## src/logic/umdc_pkg.sv

```systemverilog
// shared constants and types for the multidrop / direction-control block
// assumes byte addressing on the peripheral bus, one 32-bit word per register
package umdc_pkg;
    localparam logic [31:0] UMDC_CTRL_ADDR    = 32'h4000_804C;
    localparam logic [31:0] UMDC_MATCH_ADDR   = 32'h4000_8050;
    localparam logic [31:0] UMDC_DELAY_ADDR   = 32'h4000_8054;

    localparam int unsigned UMDC_NMM_BIT      = 0;
    localparam int unsigned UMDC_RECEIVER_DISABLE_BIT    = 1;
    localparam int unsigned UMDC_AAD_BIT      = 2;
    localparam int unsigned UMDC_SEL_BIT      = 3;
    localparam int unsigned UMDC_DIRECTION_CONTROL_ENABLE_BIT    = 4;
    localparam int unsigned UMDC_DIRECTION_POLARITY_INVERT_BIT     = 5;
    localparam int unsigned UMDC_CTRL_W       = 6;

    localparam logic [5:0]  UMDC_CTRL_RESET   = 6'h00;
    localparam logic [7:0]  UMDC_MATCH_RESET  = 8'h00;
    localparam logic [7:0]  UMDC_DELAY_RESET  = 8'h00;
    localparam logic [15:0] UMDC_DIV_RESET    = 16'h0000;

    localparam int unsigned UMDC_OVERSAMPLE   = 16;

    typedef enum logic [2:0] {
        DIR_IDLE = 3'b001,
        DIR_SEND = 3'b010,
        DIR_HOLD = 3'b100
    } umdc_dir_state_t;
endpackage : umdc_pkg

```

## src/logic/umdc_tick_if.sv

```systemverilog
// timing enables from the baud generator to the port logic
// assumes a single clock; both strobes are one-cycle pulses
`timescale 1ns/1ps
interface umdc_tick_if;
    logic oversampleTick;
    logic baudTick;
    modport gen (output oversampleTick, output baudTick);
    modport use_side (input oversampleTick, input baudTick);
endinterface : umdc_tick_if

```

## src/logic/umdc_baud_gen.sv

```systemverilog
// baud generator: divides the clock into a 16x oversample tick and a bit tick
// assumes divisor is stable while characters are in flight; zero acts as one
`timescale 1ns/1ps
module umdc_baud_gen
    import umdc_pkg::*;
#(
    parameter int unsigned DIV_W = 16,
    parameter int unsigned RATIO = UMDC_OVERSAMPLE
) (
    input  wire logic              clk,
    input  wire logic              rst_b,
    input  wire logic [DIV_W-1:0]  divisorValue,
    umdc_tick_if.gen               ticks
);
    localparam int unsigned PH_W = $clog2(RATIO);
    localparam logic [PH_W-1:0] PH_LAST = PH_W'(RATIO - 1);
    localparam logic [DIV_W-1:0] DIV_ONE = DIV_W'(1);

    logic [DIV_W-1:0] divCnt_ff;
    logic [PH_W-1:0]  phase_ff;
    logic             osTick_ff;
    logic             bitTick_ff;
    logic             wrap;

    assign wrap = (divCnt_ff + DIV_ONE >= divisorValue);

    always_ff @(posedge clk or negedge rst_b) begin
        if (!rst_b) begin
            divCnt_ff <= '0;
        end else if (wrap) begin
            divCnt_ff <= '0;
        end else begin
            divCnt_ff <= divCnt_ff + DIV_ONE;
        end
    end

    always_ff @(posedge clk or negedge rst_b) begin
        if (!rst_b) begin
            osTick_ff  <= 1'b0;
            bitTick_ff <= 1'b0;
            phase_ff   <= '0;
        end else begin
            osTick_ff  <= wrap;
            bitTick_ff <= wrap && (phase_ff == PH_LAST);
            if (wrap) begin
                phase_ff <= (phase_ff == PH_LAST) ? '0 : phase_ff + PH_W'(1);
            end
        end
    end

    assign ticks.oversampleTick = osTick_ff;
    assign ticks.baudTick       = bitTick_ff;

    property p_bitOnOversample;
        @(posedge clk) disable iff (!rst_b)
        bitTick_ff |-> osTick_ff;
    endproperty
    a_bitOnOversample: assert property (p_bitOnOversample) else $error("bit tick without oversample tick");

    property p_tickSpacing;
        @(posedge clk) disable iff (!rst_b)
        (osTick_ff && divisorValue == DIV_W'(2) && $stable(divisorValue)) |=> !osTick_ff ##1 osTick_ff;
    endproperty
    a_tickSpacing: assert property (p_tickSpacing) else $error("oversample tick spacing wrong");
endmodule : umdc_baud_gen

```

## src/logic/umdc_core.sv

```systemverilog
// multidrop address filter and automatic transmit-direction control of a serial port
// assumes the transmitter reports txEmpty and the receiver strobes each assembled character
`timescale 1ns/1ps

// What this block does
// - direction control only while enable bit set
// - bit 3 picks RTS or DTR pin
// - pin low on write, high after last bit
// - polarity bit 5 inverts pin levels
// - hold pin 0..255 baud periods after stop
// - enable overrides others, loopback overrides enable
// - multidrop: stored ninth-bit characters flag parity error
// - receiver disabled: drop data, keep addresses
// - receiver enabled: store all, address flags parity
// - auto detection needs bits 0 and 2
// - compare addresses with match register
// - disabled: discard data and foreign addresses
// - match: store, clear disable, signal ready
// - enabled: foreign address sets disable, dropped
// - match register 8 bits, resets zero
// - delay register 8 bits, resets zero
// - enable and invert bits reset zero
// - baud generator makes 16x tick
// - receiver disable resets to zero
// - control bits 0 to 3 reset zero
module umdc_core
    import umdc_pkg::*;
#(
    parameter int unsigned DIV_W = 16
) (
    input  wire logic              clk,
    input  wire logic              rst_b,
    input  wire logic              psel,
    input  wire logic              penable,
    input  wire logic              pwrite,
    input  wire logic [31:0]       paddr,
    input  wire logic [31:0]       pwdata,
    output logic      [31:0]       prdata,
    output logic                   pready,
    output logic                   pslverr,
    input  wire logic [DIV_W-1:0]  divisorValue,
    input  wire logic              txCharWrite,
    input  wire logic              txEmpty,
    input  wire logic              loopbackMode,
    input  wire logic              rtsSoftware_b,
    input  wire logic              dtrSoftware_b,
    output logic                   rtsPin_b,
    output logic                   dtrPin_b,
    input  wire logic              rxCharValid,
    input  wire logic [7:0]        rxCharData,
    input  wire logic              rxCharNinth,
    output logic                   rxStore,
    output logic      [8:0]        rxStoreWord,
    output logic                   rxParityError,
    output logic                   rxDataReady,
    output logic                   oversampleTick
);
    umdc_tick_if ticks ();

    umdc_baud_gen #(
        .DIV_W (DIV_W),
        .RATIO (UMDC_OVERSAMPLE)
    ) u_baud_gen (
        .clk          (clk),
        .rst_b        (rst_b),
        .divisorValue (divisorValue),
        .ticks        (ticks)
    );

    assign oversampleTick = ticks.oversampleTick;

    // ---------------- registers ----------------
    logic [UMDC_CTRL_W-1:0] ctrl_ff;
    logic [7:0]             match_ff;
    logic [7:0]             delay_ff;
    logic [31:0]            prdata_ff;
    logic                   pslverr_ff;
    logic                   wrAccess;
    logic                   rdSetup;
    logic                   hwSetRxdis;
    logic                   hwClrRxdis;

    logic multidropEn;
    logic rxDisabled;
    logic autoAddrEn;
    logic pinSelDtr;
    logic dirEnable;
    logic dirInvert;

    assign multidropEn = ctrl_ff[UMDC_NMM_BIT];
    assign rxDisabled  = ctrl_ff[UMDC_RECEIVER_DISABLE_BIT];
    assign autoAddrEn  = ctrl_ff[UMDC_AAD_BIT];
    assign pinSelDtr   = ctrl_ff[UMDC_SEL_BIT];
    assign dirEnable   = ctrl_ff[UMDC_DIRECTION_CONTROL_ENABLE_BIT];
    assign dirInvert   = ctrl_ff[UMDC_DIRECTION_POLARITY_INVERT_BIT];

    assign wrAccess = psel && penable && pwrite;
    assign rdSetup  = psel && !penable && !pwrite;
    assign pready   = 1'b1;
    assign prdata   = prdata_ff;
    assign pslverr  = pslverr_ff;

    // hardware updates of the receiver-disable bit win over a same-cycle write
    always_ff @(posedge clk or negedge rst_b) begin
        if (!rst_b) begin
            ctrl_ff <= UMDC_CTRL_RESET;
        end else begin
            if (wrAccess && paddr == UMDC_CTRL_ADDR) begin
                ctrl_ff <= pwdata[UMDC_CTRL_W-1:0];
            end
            if (hwSetRxdis) begin
                ctrl_ff[UMDC_RECEIVER_DISABLE_BIT] <= 1'b1;
            end else if (hwClrRxdis) begin
                ctrl_ff[UMDC_RECEIVER_DISABLE_BIT] <= 1'b0;
            end
        end
    end

    always_ff @(posedge clk or negedge rst_b) begin
        if (!rst_b) begin
            match_ff <= UMDC_MATCH_RESET;
            delay_ff <= UMDC_DELAY_RESET;
        end else if (wrAccess) begin
            if (paddr == UMDC_MATCH_ADDR) begin
                match_ff <= pwdata[7:0];
            end
            if (paddr == UMDC_DELAY_ADDR) begin
                delay_ff <= pwdata[7:0];
            end
        end
    end

    // read data is captured in the setup phase so it comes from a flop in the access phase
    always_ff @(posedge clk or negedge rst_b) begin
        if (!rst_b) begin
            prdata_ff  <= 32'h0000_0000;
            pslverr_ff <= 1'b0;
        end else if (psel && !penable) begin
            pslverr_ff <= !(paddr == UMDC_CTRL_ADDR || paddr == UMDC_MATCH_ADDR || paddr == UMDC_DELAY_ADDR);
            prdata_ff  <= 32'h0000_0000;
            if (rdSetup) begin
                case (paddr)
                    UMDC_CTRL_ADDR: begin
                        prdata_ff <= {26'h000_0000, ctrl_ff};
                    end
                    UMDC_MATCH_ADDR: begin
                        prdata_ff <= {24'h00_0000, match_ff};
                    end
                    UMDC_DELAY_ADDR: begin
                        prdata_ff <= {24'h00_0000, delay_ff};
                    end
                    default: begin
                        prdata_ff <= 32'h0000_0000;
                    end
                endcase
            end
        end
    end

    // ---------------- receive filter ----------------
    logic isAddress;
    logic addrMatches;
    logic nxt_store;
    logic nxt_parity;
    logic rxStore_ff;
    logic rxParity_ff;
    logic [8:0] rxWord_ff;

    assign isAddress   = rxCharNinth;
    assign addrMatches = (rxCharData == match_ff);

    always_comb begin
        nxt_store  = 1'b0;
        nxt_parity = 1'b0;
        hwSetRxdis = 1'b0;
        hwClrRxdis = 1'b0;
        if (rxCharValid) begin
            if (!multidropEn) begin
                nxt_store = 1'b1;
            end else if (!autoAddrEn) begin
                nxt_store  = isAddress || !rxDisabled;
                nxt_parity = isAddress;
            end else if (rxDisabled) begin
                nxt_store  = isAddress && addrMatches;
                nxt_parity = isAddress && addrMatches;
                hwClrRxdis = isAddress && addrMatches;
            end else begin
                nxt_store  = !(isAddress && !addrMatches);
                nxt_parity = isAddress && addrMatches;
                hwSetRxdis = isAddress && !addrMatches;
            end
        end
    end

    always_ff @(posedge clk or negedge rst_b) begin
        if (!rst_b) begin
            rxStore_ff  <= 1'b0;
            rxParity_ff <= 1'b0;
            rxWord_ff   <= 9'h000;
        end else begin
            rxStore_ff  <= nxt_store;
            rxParity_ff <= nxt_parity;
            if (nxt_store) begin
                rxWord_ff <= {rxCharNinth, rxCharData};
            end
        end
    end

    assign rxStore       = rxStore_ff;
    assign rxStoreWord   = rxWord_ff;
    assign rxParityError = rxParity_ff;
    assign rxDataReady   = rxStore_ff;

    // ---------------- direction control ----------------
    umdc_dir_state_t dirState_ff;
    umdc_dir_state_t nxt_dirState;
    logic [7:0]      holdCnt_ff;
    logic            busySeen_ff;
    logic            txFinished;
    logic            dirActive;
    logic            dirLevel;

    // the fifo may report empty for a cycle after the write, so wait to see it busy first
    assign txFinished = txEmpty && busySeen_ff && !txCharWrite;

    always_comb begin
        nxt_dirState = dirState_ff;
        case (dirState_ff)
            DIR_IDLE: begin
                if (txCharWrite) begin
                    nxt_dirState = DIR_SEND;
                end
            end
            DIR_SEND: begin
                if (txFinished) begin
                    nxt_dirState = (delay_ff == 8'h00) ? DIR_IDLE : DIR_HOLD;
                end
            end
            DIR_HOLD: begin
                if (txCharWrite) begin
                    nxt_dirState = DIR_SEND;
                end else if (ticks.baudTick && holdCnt_ff == 8'h01) begin
                    nxt_dirState = DIR_IDLE;
                end
            end
            default: begin
                nxt_dirState = DIR_IDLE;
            end
        endcase
    end

    always_ff @(posedge clk or negedge rst_b) begin
        if (!rst_b) begin
            dirState_ff <= DIR_IDLE;
        end else begin
            dirState_ff <= nxt_dirState;
        end
    end

    always_ff @(posedge clk or negedge rst_b) begin
        if (!rst_b) begin
            busySeen_ff <= 1'b0;
        end else if (txCharWrite) begin
            busySeen_ff <= 1'b0;
        end else if (!txEmpty) begin
            busySeen_ff <= 1'b1;
        end
    end

    // trailing count is in whole bit times built from sixteen oversample ticks
    always_ff @(posedge clk or negedge rst_b) begin
        if (!rst_b) begin
            holdCnt_ff <= 8'h00;
        end else if (dirState_ff == DIR_SEND && txFinished) begin
            holdCnt_ff <= delay_ff;
        end else if (dirState_ff == DIR_HOLD && ticks.baudTick && holdCnt_ff != 8'h00) begin
            holdCnt_ff <= holdCnt_ff - 8'h01;
        end
    end

    assign dirActive = (dirState_ff != DIR_IDLE);
    assign dirLevel  = dirInvert ? dirActive : !dirActive;

    // loopback keeps the modem outputs inactive and outranks direction control
    always_comb begin
        rtsPin_b = rtsSoftware_b;
        dtrPin_b = dtrSoftware_b;
        if (loopbackMode) begin
            rtsPin_b = 1'b1;
            dtrPin_b = 1'b1;
        end else if (dirEnable) begin
            if (pinSelDtr) begin
                dtrPin_b = dirLevel;
            end else begin
                rtsPin_b = dirLevel;
            end
        end
    end

    // ---------------- checks ----------------
    property p_offWhenDisabled;
        @(posedge clk) disable iff (!rst_b)
        (!dirEnable && !loopbackMode) |-> (rtsPin_b == rtsSoftware_b && dtrPin_b == dtrSoftware_b);
    endproperty
    a_offWhenDisabled: assert property (p_offWhenDisabled) else $error("pins changed with control off");

    property p_pinSelect;
        @(posedge clk) disable iff (!rst_b)
        (dirEnable && !loopbackMode) |-> (pinSelDtr ? rtsPin_b == rtsSoftware_b : dtrPin_b == dtrSoftware_b);
    endproperty
    a_pinSelect: assert property (p_pinSelect) else $error("unselected pin was driven");

    property p_assertOnWrite;
        @(posedge clk) disable iff (!rst_b)
        (txCharWrite && dirEnable && !dirInvert && !pinSelDtr && !loopbackMode) ##1
            (dirEnable && !dirInvert && !pinSelDtr && !loopbackMode) |-> !rtsPin_b;
    endproperty
    a_assertOnWrite: assert property (p_assertOnWrite) else $error("direction pin not low after write");

    property p_invert;
        @(posedge clk) disable iff (!rst_b)
        (dirEnable && pinSelDtr && !loopbackMode) |-> (dtrPin_b == (dirInvert ? dirActive : !dirActive));
    endproperty
    a_invert: assert property (p_invert) else $error("direction polarity wrong");

    property p_zeroDelay;
        @(posedge clk) disable iff (!rst_b)
        (dirState_ff == DIR_SEND && txFinished && delay_ff == 8'h00) |=> dirState_ff == DIR_IDLE;
    endproperty
    a_zeroDelay: assert property (p_zeroDelay) else $error("zero delay did not release at once");

    property p_holdCount;
        @(posedge clk) disable iff (!rst_b)
        (dirState_ff == DIR_HOLD && !txCharWrite && ticks.baudTick && holdCnt_ff > 8'h01) |=>
            (dirState_ff == DIR_HOLD && holdCnt_ff == $past(holdCnt_ff) - 8'h01);
    endproperty
    a_holdCount: assert property (p_holdCount) else $error("trailing count step wrong");

    property p_loopback;
        @(posedge clk) disable iff (!rst_b)
        loopbackMode |-> (rtsPin_b && dtrPin_b);
    endproperty
    a_loopback: assert property (p_loopback) else $error("loopback did not hold pins");

    property p_dropData;
        @(posedge clk) disable iff (!rst_b)
        (rxCharValid && multidropEn && rxDisabled && !rxCharNinth) |=> (!rxStore && !rxParityError);
    endproperty
    a_dropData: assert property (p_dropData) else $error("data stored while receiver off");

    property p_nmmAddress;
        @(posedge clk) disable iff (!rst_b)
        (rxCharValid && multidropEn && !autoAddrEn && rxCharNinth) |=> (rxStore && rxParityError);
    endproperty
    a_nmmAddress: assert property (p_nmmAddress) else $error("address not stored with parity flag");

    property p_matchEnables;
        @(posedge clk) disable iff (!rst_b)
        (rxCharValid && multidropEn && autoAddrEn && rxDisabled && rxCharNinth && addrMatches) |=>
            (rxStore && !rxDisabled && rxStoreWord == {1'b1, $past(rxCharData)});
    endproperty
    a_matchEnables: assert property (p_matchEnables) else $error("matching address not taken");

    property p_foreignDisables;
        @(posedge clk) disable iff (!rst_b)
        (rxCharValid && multidropEn && autoAddrEn && !rxDisabled && rxCharNinth && !addrMatches) |=>
            (!rxStore && rxDisabled && !rxParityError);
    endproperty
    a_foreignDisables: assert property (p_foreignDisables) else $error("foreign address not rejected");

    c_holdState: cover property (@(posedge clk) disable iff (!rst_b) dirState_ff == DIR_HOLD ##1 dirState_ff == DIR_IDLE);
    c_holdCancel: cover property (@(posedge clk) disable iff (!rst_b) dirState_ff == DIR_HOLD && txCharWrite);
    c_autoMatch: cover property (@(posedge clk) disable iff (!rst_b) hwClrRxdis);
    c_autoReject: cover property (@(posedge clk) disable iff (!rst_b) hwSetRxdis);
endmodule : umdc_core

```

## config.mk

```make
export PLATFORM = sky130hd
export DESIGN_NAME = umdc_core
export DESIGN_NICKNAME = d
export VERILOG_FILES = /design/src/logic/umdc_pkg.sv /design/src/logic/umdc_tick_if.sv /design/src/logic/umdc_baud_gen.sv /design/src/logic/umdc_core.sv
export SDC_FILE = /design/constraint.sdc
export NUM_CORES = 1
export LEC_CHECK = 0
export BUFFER_PORTS_ARGS = -buffer_cell sky130_fd_sc_hd__buf_2
export CAP_MARGIN = 20
export CORE_ASPECT_RATIO = 1.2
export CORE_MARGIN = 2
export CORE_UTILIZATION = 30
export CTS_CLUSTER_DIAMETER = 150
export DETAILED_ROUTE_END_ITERATION = 8
export MAX_ROUTING_LAYER = met4
export SETUP_SLACK_MARGIN = 0.3
export SLEW_MARGIN = 20
export SYNTH_ARGS = -nofsm -noshare
export SYNTH_HDL_FRONTEND = slang
export SYNTH_SLANG_ARGS = --single-unit
export TNS_END_PERCENT = 1
```

## constraint.sdc

```tcl
create_clock -name clk -period 8.65 [get_ports clk]
set_clock_uncertainty 0.2 [all_clocks]
set_input_delay 0 -clock clk [delete_from_list [all_inputs] [get_ports clk]]
set_output_delay 0 -clock clk [all_outputs]
set_load 0.005 [all_outputs]
```

After elaboration in Yosys (flattened, before gate mapping) --
Index checks and enable logic that the tools add are counted.
Storage, ports and cells: output and inout port bits 49, bits in latches 0, flip-flop bits (word level) 100, bits in read-only memories 0, word-level logic and storage cells 105, memory bits (writable) 0, memories 0
Operators by class: add/subtract/negate cells 3, order comparisons 1, muxes and demuxes 39, bitwise operators 0, reduce and logical (&&, ||, !) cells 32, multipliers 0, divide/modulo/power cells 0, eq/ne operators 14, shift operators 0
Operators by type and width (number):
- 32-bit by 31-bit == test with 1-bit output, second input constant | 3
- 1-bit two-way mux | 26
- 8-bit two-way mux | 3
- 8-bit one-hot mux with 3 select lines | 1
- 16-bit by 1-bit adder with 16-bit output, second input constant | 1
- 16-bit greater-or-equal comparator | 1
- 16-bit two-way mux | 1
- 3-bit two-way mux | 5
- 1-bit logical AND | 14
- 3-bit one-hot mux with 3 select lines | 1
- 8-bit by 1-bit == test with 1-bit output, second input constant | 1
- 8-bit == test | 1
- 1-bit logical NOT | 8
- 8-bit logical NOT | 1
- 8-bit nonzero test | 1
- 8-bit by 1-bit subtractor with 8-bit output, second input constant | 1
- 2-bit inequality test, second input constant | 3
- 4-bit by 1-bit adder with 4-bit output, second input constant | 1
- 4-bit == test, second input constant | 1
- 4-bit two-way mux | 1
- 2-bit AND reduction | 2
- 3-bit by 1-bit == test with 1-bit output, second input constant | 1
- 3-bit by 2-bit == test with 1-bit output, second input constant | 1
- 3-bit == test, second input constant | 1
- 7 further kinds | 9

Longest topological paths before layout --
depth after elaboration 8, gate-level depth with buffers 13, depth with buffers taken out 12

Hierarchy --
A second synthesis with hierarchy kept.
Unflattened totals: cells, all modules 428, area, all modules 4460.5 um2
Modules (own cells, without submodules):
- umdc_core | cells each 281, instances 1, area an instance 3012.9 um2
- umdc_baud_gen | cells each 147, instances 1, area an instance 1447.6 um2

Least setup slack after synthesis --
OpenSTA, ideal clock, no wires.
path kind reg2reg, start point register u_baud_gen.divCnt_ff[2], end point register u_baud_gen.phase_ff[1], clock period less this slack 2.974 ns, required time 8.322 ns, library setup time 0.128 ns, path slack 5.676 ns, arrival 2.646 ns, stages on the path, launching flop included 12, path buffers 1, cell sequence dfrtp_1 > and4_1 > and3_1 > nand4_1 > xnor2_1 > ha_1 > a21oi_1 > o21ai_0 > o311a_1 > or2_1 > buf_2 > mux2_1
On the way: word-level cells in the longest chain between the ends 2
Ends and longest elaborated chain:
- from (decl) | RTL line umdc_baud_gen.sv:19 | logic [DIV_W-1:0] divCnt_ff;
- from (signal assigned) | RTL line umdc_baud_gen.sv:33 | divCnt_ff <= divCnt_ff + DIV_ONE;
- 16-bit by 1-bit adder with 16-bit output | RTL line umdc_baud_gen.sv:25 | assign wrap = (divCnt_ff + DIV_ONE >= divisorValue);
- 16-bit greater-or-equal comparator | RTL line umdc_baud_gen.sv:25
- to (signal assigned) | RTL line umdc_baud_gen.sv:46 | phase_ff <= (phase_ff == PH_LAST) ? '0 : phase_ff + PH_W'(1);
- to (decl) | RTL line umdc_baud_gen.sv:20 | logic [PH_W-1:0] phase_ff;
No other way between the ends. A chain may end at the register's enable or synchronous reset.

Worst setup path after layout --
start point register u_baud_gen.divCnt_ff[0], end point register u_baud_gen.phase_ff[0]
Same word-level chain as after synthesis.

==> metrics.log <==
INFO  metric gr-usage-met2 = between 20 and 25%
INFO  metric critPathSlowestCell = sky130_fd_sc_hd__or2_1
INFO  metric clk-insertion-delay-late = between 0.3 and 0.4 ns
INFO  metric ys.warnings.count = 0
INFO  metric layout_worst_path_cycle_share = between 40% and 50%
INFO  metric tns = 0 ns
INFO  metric design.final.nets = between 600 and 700
INFO  metric relative_slew_slack = ~46%
INFO  metric cts.repair_timing.setup_buffer_count = 0
INFO  metric grt_pass1_wl = approximately 16000 um
INFO  metric power_switching = approximately 0.28 mW
INFO  metric dieWidth = about 110 um
INFO  metric tritoncts_num_sinks = 76
INFO  metric synthesis.area = 4340 um^2
INFO  metric cts_hold_buf = 29
INFO  metric setup.worst_path.start_class = flop
INFO  metric drv_slew = 0
INFO  metric globalRouteMet3Util = between 3 and 4%
INFO  metric sequentialPowerShare = between 40% and 50%
INFO  metric outcome = completed
INFO  metric overflow = 0
INFO  metric worst_r2r_startpoint = u_baud_gen.divCnt_ff[0]
INFO  metric detail_route.wl_per_cell = around 14 um
INFO  metric max_cap_viol_count = 0
INFO  metric postCtsResizedCells = 0
INFO  metric critPathMaxFanout = 21
INFO  metric die_area = 15500 um^2
INFO  metric mostFrequentLayoutCells = sky130_fd_sc_hd__buf_2, sky130_fd_sc_hd__dfrtp_1, sky130_fd_sc_hd__dlygate4sd3_1
INFO  metric antenna_cells = 0
INFO  metric synth_enable_flop_cells = 0
INFO  metric die_y = between 100 and 150 um
INFO  metric global_route.peak_usage_layer = met2
INFO  metric path_class = reg2reg
INFO  metric drt_drc_violations_left = 0
INFO  metric finalWorstPathRequiredPeriod = 3.56 ns
INFO  metric final_area = roughly 5500 um^2
INFO  metric worstRegToRegCells = 11
INFO  metric critical_path.max_stage_delay = a little over 0.6 ns
INFO  metric regToRegSetupSlack = around 5.1 ns
INFO  metric drtAntennaViolNets = 0
INFO  metric cellPowerDensity = ~180 nW/um^2
INFO  metric clkSlewWorstSetupHoldPaths = 0.06 ns
INFO  metric part_of_the_power_in_combinational_logic = 17.8%
INFO  metric rows = 48
INFO  metric total_power = about 1.0 mW
INFO  metric placed_area = roughly 4900 um^2
INFO  metric grt_max_degree = 77
INFO  metric power.share.switching = around 28%
INFO  metric grt_util_met1 = about 17%
INFO  metric port_buffers = roughly 100
INFO  metric drt_pass_1_iters = 4
INFO  metric cts_tree = built
INFO  metric clock.fmax = approximately 280 MHz
INFO  metric hp-class = in2async
INFO  metric detail_route.wirelength = between 10000 and 15000 um
INFO  metric start_util = between 30% and 40%
INFO  metric hpwl = around 7400 um
INFO  metric placeableCoreArea = 14300 um^2
INFO  metric io_pins = between 100 and 150
INFO  metric crit_required = slightly below 9 ns
INFO  metric preCtsSetupSlack = just over 5 ns
INFO  metric tritoncts.num_buffers = 9
INFO  metric vdd.ir_drop.worst = around 0.11 mV
INFO  metric worstPathCellList = ha_1 > nand2_1 > nor2_1 > xnor2_1 > ha_1 > nand2_1 > o21ai_0 > a41o_1 > o311a_1 > or2_1 > mux2_2
INFO  metric syn-instance-count = approximately 420
INFO  metric detail_route.vias_per_cell = 4.82
INFO  metric drive_gt1_share = roughly 28%
INFO  metric grt_antenna_before_repair = 0
INFO  metric htree_levels = 3
INFO  metric hold_viol_final = 0
INFO  metric grt_setup_unrepaired = no
INFO  metric finalSetupViolations = 0
INFO  metric p_leak = approximately 2.7 nW
INFO  metric timing_worst_slew_pin_value = between 0.8 and 0.9 ns
INFO  metric layout.cells.most_common = sky130_fd_sc_hd__buf_2
INFO  metric layout_setup_ws = ~5 ns
INFO  metric r2r-end = u_baud_gen.phase_ff[0]
INFO  metric num_vias = roughly 3500
INFO  metric gp_routability_congestion = 0.793
INFO  metric ys_seq_elements = between 70 and 80
INFO  metric syn-mean-instance-area = around 10 um^2
INFO  metric layout.filler_cells = ~1400
INFO  metric synth_cell_type_count = 55
INFO  metric clk_root_buffer_cell = sky130_fd_sc_hd__clkbuf_16
INFO  metric kind_of_end_point_of_the_critical_path = flop
INFO  metric cellInternalPower = just over 0.7 mW
INFO  metric grtUsageTotal = between 10% and 20%
INFO  metric grt_pass1_vias = 3416
INFO  metric area_growth = 27.1%
INFO  metric cts_buffer_depth = 2
INFO  metric starting_drc_count_in_detailed_routing = about 120
INFO  metric clock_power_share = 39.3%
INFO  metric async_flop_share = 100%
INFO  metric timing.critical_path.arrival = between 3 and 4 ns
INFO  metric fraction_of_the_yosys_area_taken_by_sequential_cells = 43.8%
INFO  metric ys_dominant_reg_cell = sky130_fd_sc_hd__dfrtp_1
==> area by class of cell <==
| cell class | count | area, um^2 | share of cell area, % |
|---|---|---|---|
| Multi-Input combinational cell | 305 | 2210 | 40.0 |
| Sequential cell | 76 | 1900 | 34.5 |
| Timing Repair Buffer | 128 | 792 | 14.3 |
| Clock buffer | 12 | 256 | 4.65 |
| Tap cell | 175 | 219 | 3.97 |
| Inverter | 24 | 90.1 | 1.63 |
| Clock inverter | 4 | 55.1 | 0.997 |
==> worst max-delay path, delay by kind of cell (launching register included) <==
| kind | cells | cell delay [ns] |
|---|---|---|
| AO/OA/AOI/OAI | 3 | 0.61 |
| flip-flops | 1 | 0.45 |
| adder cells (fa/ha/maj) | 2 | 0.60 |
| multiplexers | 1 | 0.40 |
| XOR/XNOR | 1 | 0.15 |
| AND/OR/NAND/NOR | 4 | 1.04 |
==> cell usage after synthesis (all sizes together) (8+ instances only) <==
library cell	instances	area, um^2
a21oi	15	75.1
buf	29	216
dfrtp	75	1880
ha	21	263
inv	24	90.1
mux2	31	375
mux2i	9	90.1
nand2	27	101
nand2b	8	50.1
nand3	12	60.1
nand4	8	50.1
nor2	22	82.6
nor2b	16	100
nor3	8	45.0
nor4	9	56.3
o21ai	13	65.1
xnor2	13	114
xor2	13	114
==> registers in the layout, summed over array words and instances, names as in the netlist <==
| register | flops |
|---|---|
| u_baud_gen.divCnt_ff | 16 |
| rxStoreWord | 9 |
| delay_ff | 8 |
| holdCnt_ff | 8 |
| match_ff | 8 |
| prdata | 8 |
| ctrl_ff | 6 |
| u_baud_gen.phase_ff | 4 |
| dirState_ff | 3 |
| busySeen_ff | 1 |
| pslverr | 1 |
| rxDataReady | 1 |
| rxParityError | 1 |
| u_baud_gen.ticks.baudTick | 1 |
| u_baud_gen.ticks.oversampleTick | 1 |
==> how the worst max path moves through the flow <==
stage	cells after the start	from	end	slack, ns
after global routing	11	u_baud_gen.divCnt_ff[0]	u_baud_gen.phase_ff[0]	4.76
after floorplan	11	u_baud_gen.divCnt_ff[2]	u_baud_gen.phase_ff[1]	5.68
after CTS	11	u_baud_gen.divCnt_ff[0]	u_baud_gen.phase_ff[0]	5.06
after global placement	11	u_baud_gen.divCnt_ff[2]	u_baud_gen.phase_ff[0]	5.19
final	11	u_baud_gen.divCnt_ff[0]	u_baud_gen.phase_ff[0]	5.09
after detailed placement	11	u_baud_gen.divCnt_ff[0]	u_baud_gen.phase_ff[0]	5.09
==> cell families (layout without fill, tap and decap cells) <==
group | after synthesis | after routing | synth area share (%)
AND/OR/NAND/NOR | 130 | 130 | 16.2
XOR/XNOR | 26 | 26 | 5.24
buffers and inverters | 58 | 168 | 7.49
flip-flops | 76 | 76 | 43.8
multiplexers | 40 | 40 | 10.7
other | 2 | 25 | 0.173
adder cells (fa/ha/maj) | 21 | 21 | 6.05
AO/OA/AOI/OAI | 63 | 63 | 10.3
==> power groups by stage <==
stage,clock network [mW],logic (mW),registers [mW]
finish,0.393,0.178,0.429
detailed placement,0,0.169,0.433
floorplan,0,0.125,0.422
global route,0.422,0.204,0.435
CTS,0.401,0.179,0.428
global placement,0,0.162,0.432
==> routing by layer <==
layer / wire (um) / up-vias
li1: - / 1683
met1: 4510 / 1692
met2: 4920 / 106
met3: 529 / 6
met4: 74 / 0
met5: 0 / -
==> metrics by stage <==
step | cells | hold slack, ns | util [%]
floorplan | 439 | -0.496 | -
global placement | 679 | 0.00640 | 34.4
detailed placement | 679 | 0.0163 | 34.4
CTS | 724 | 0.0248 | 38.6
global route | 724 | 0.0596 | 38.6
finish | 724 | 0.0465 | 38.6
Power figures use the tool's default switching activity.
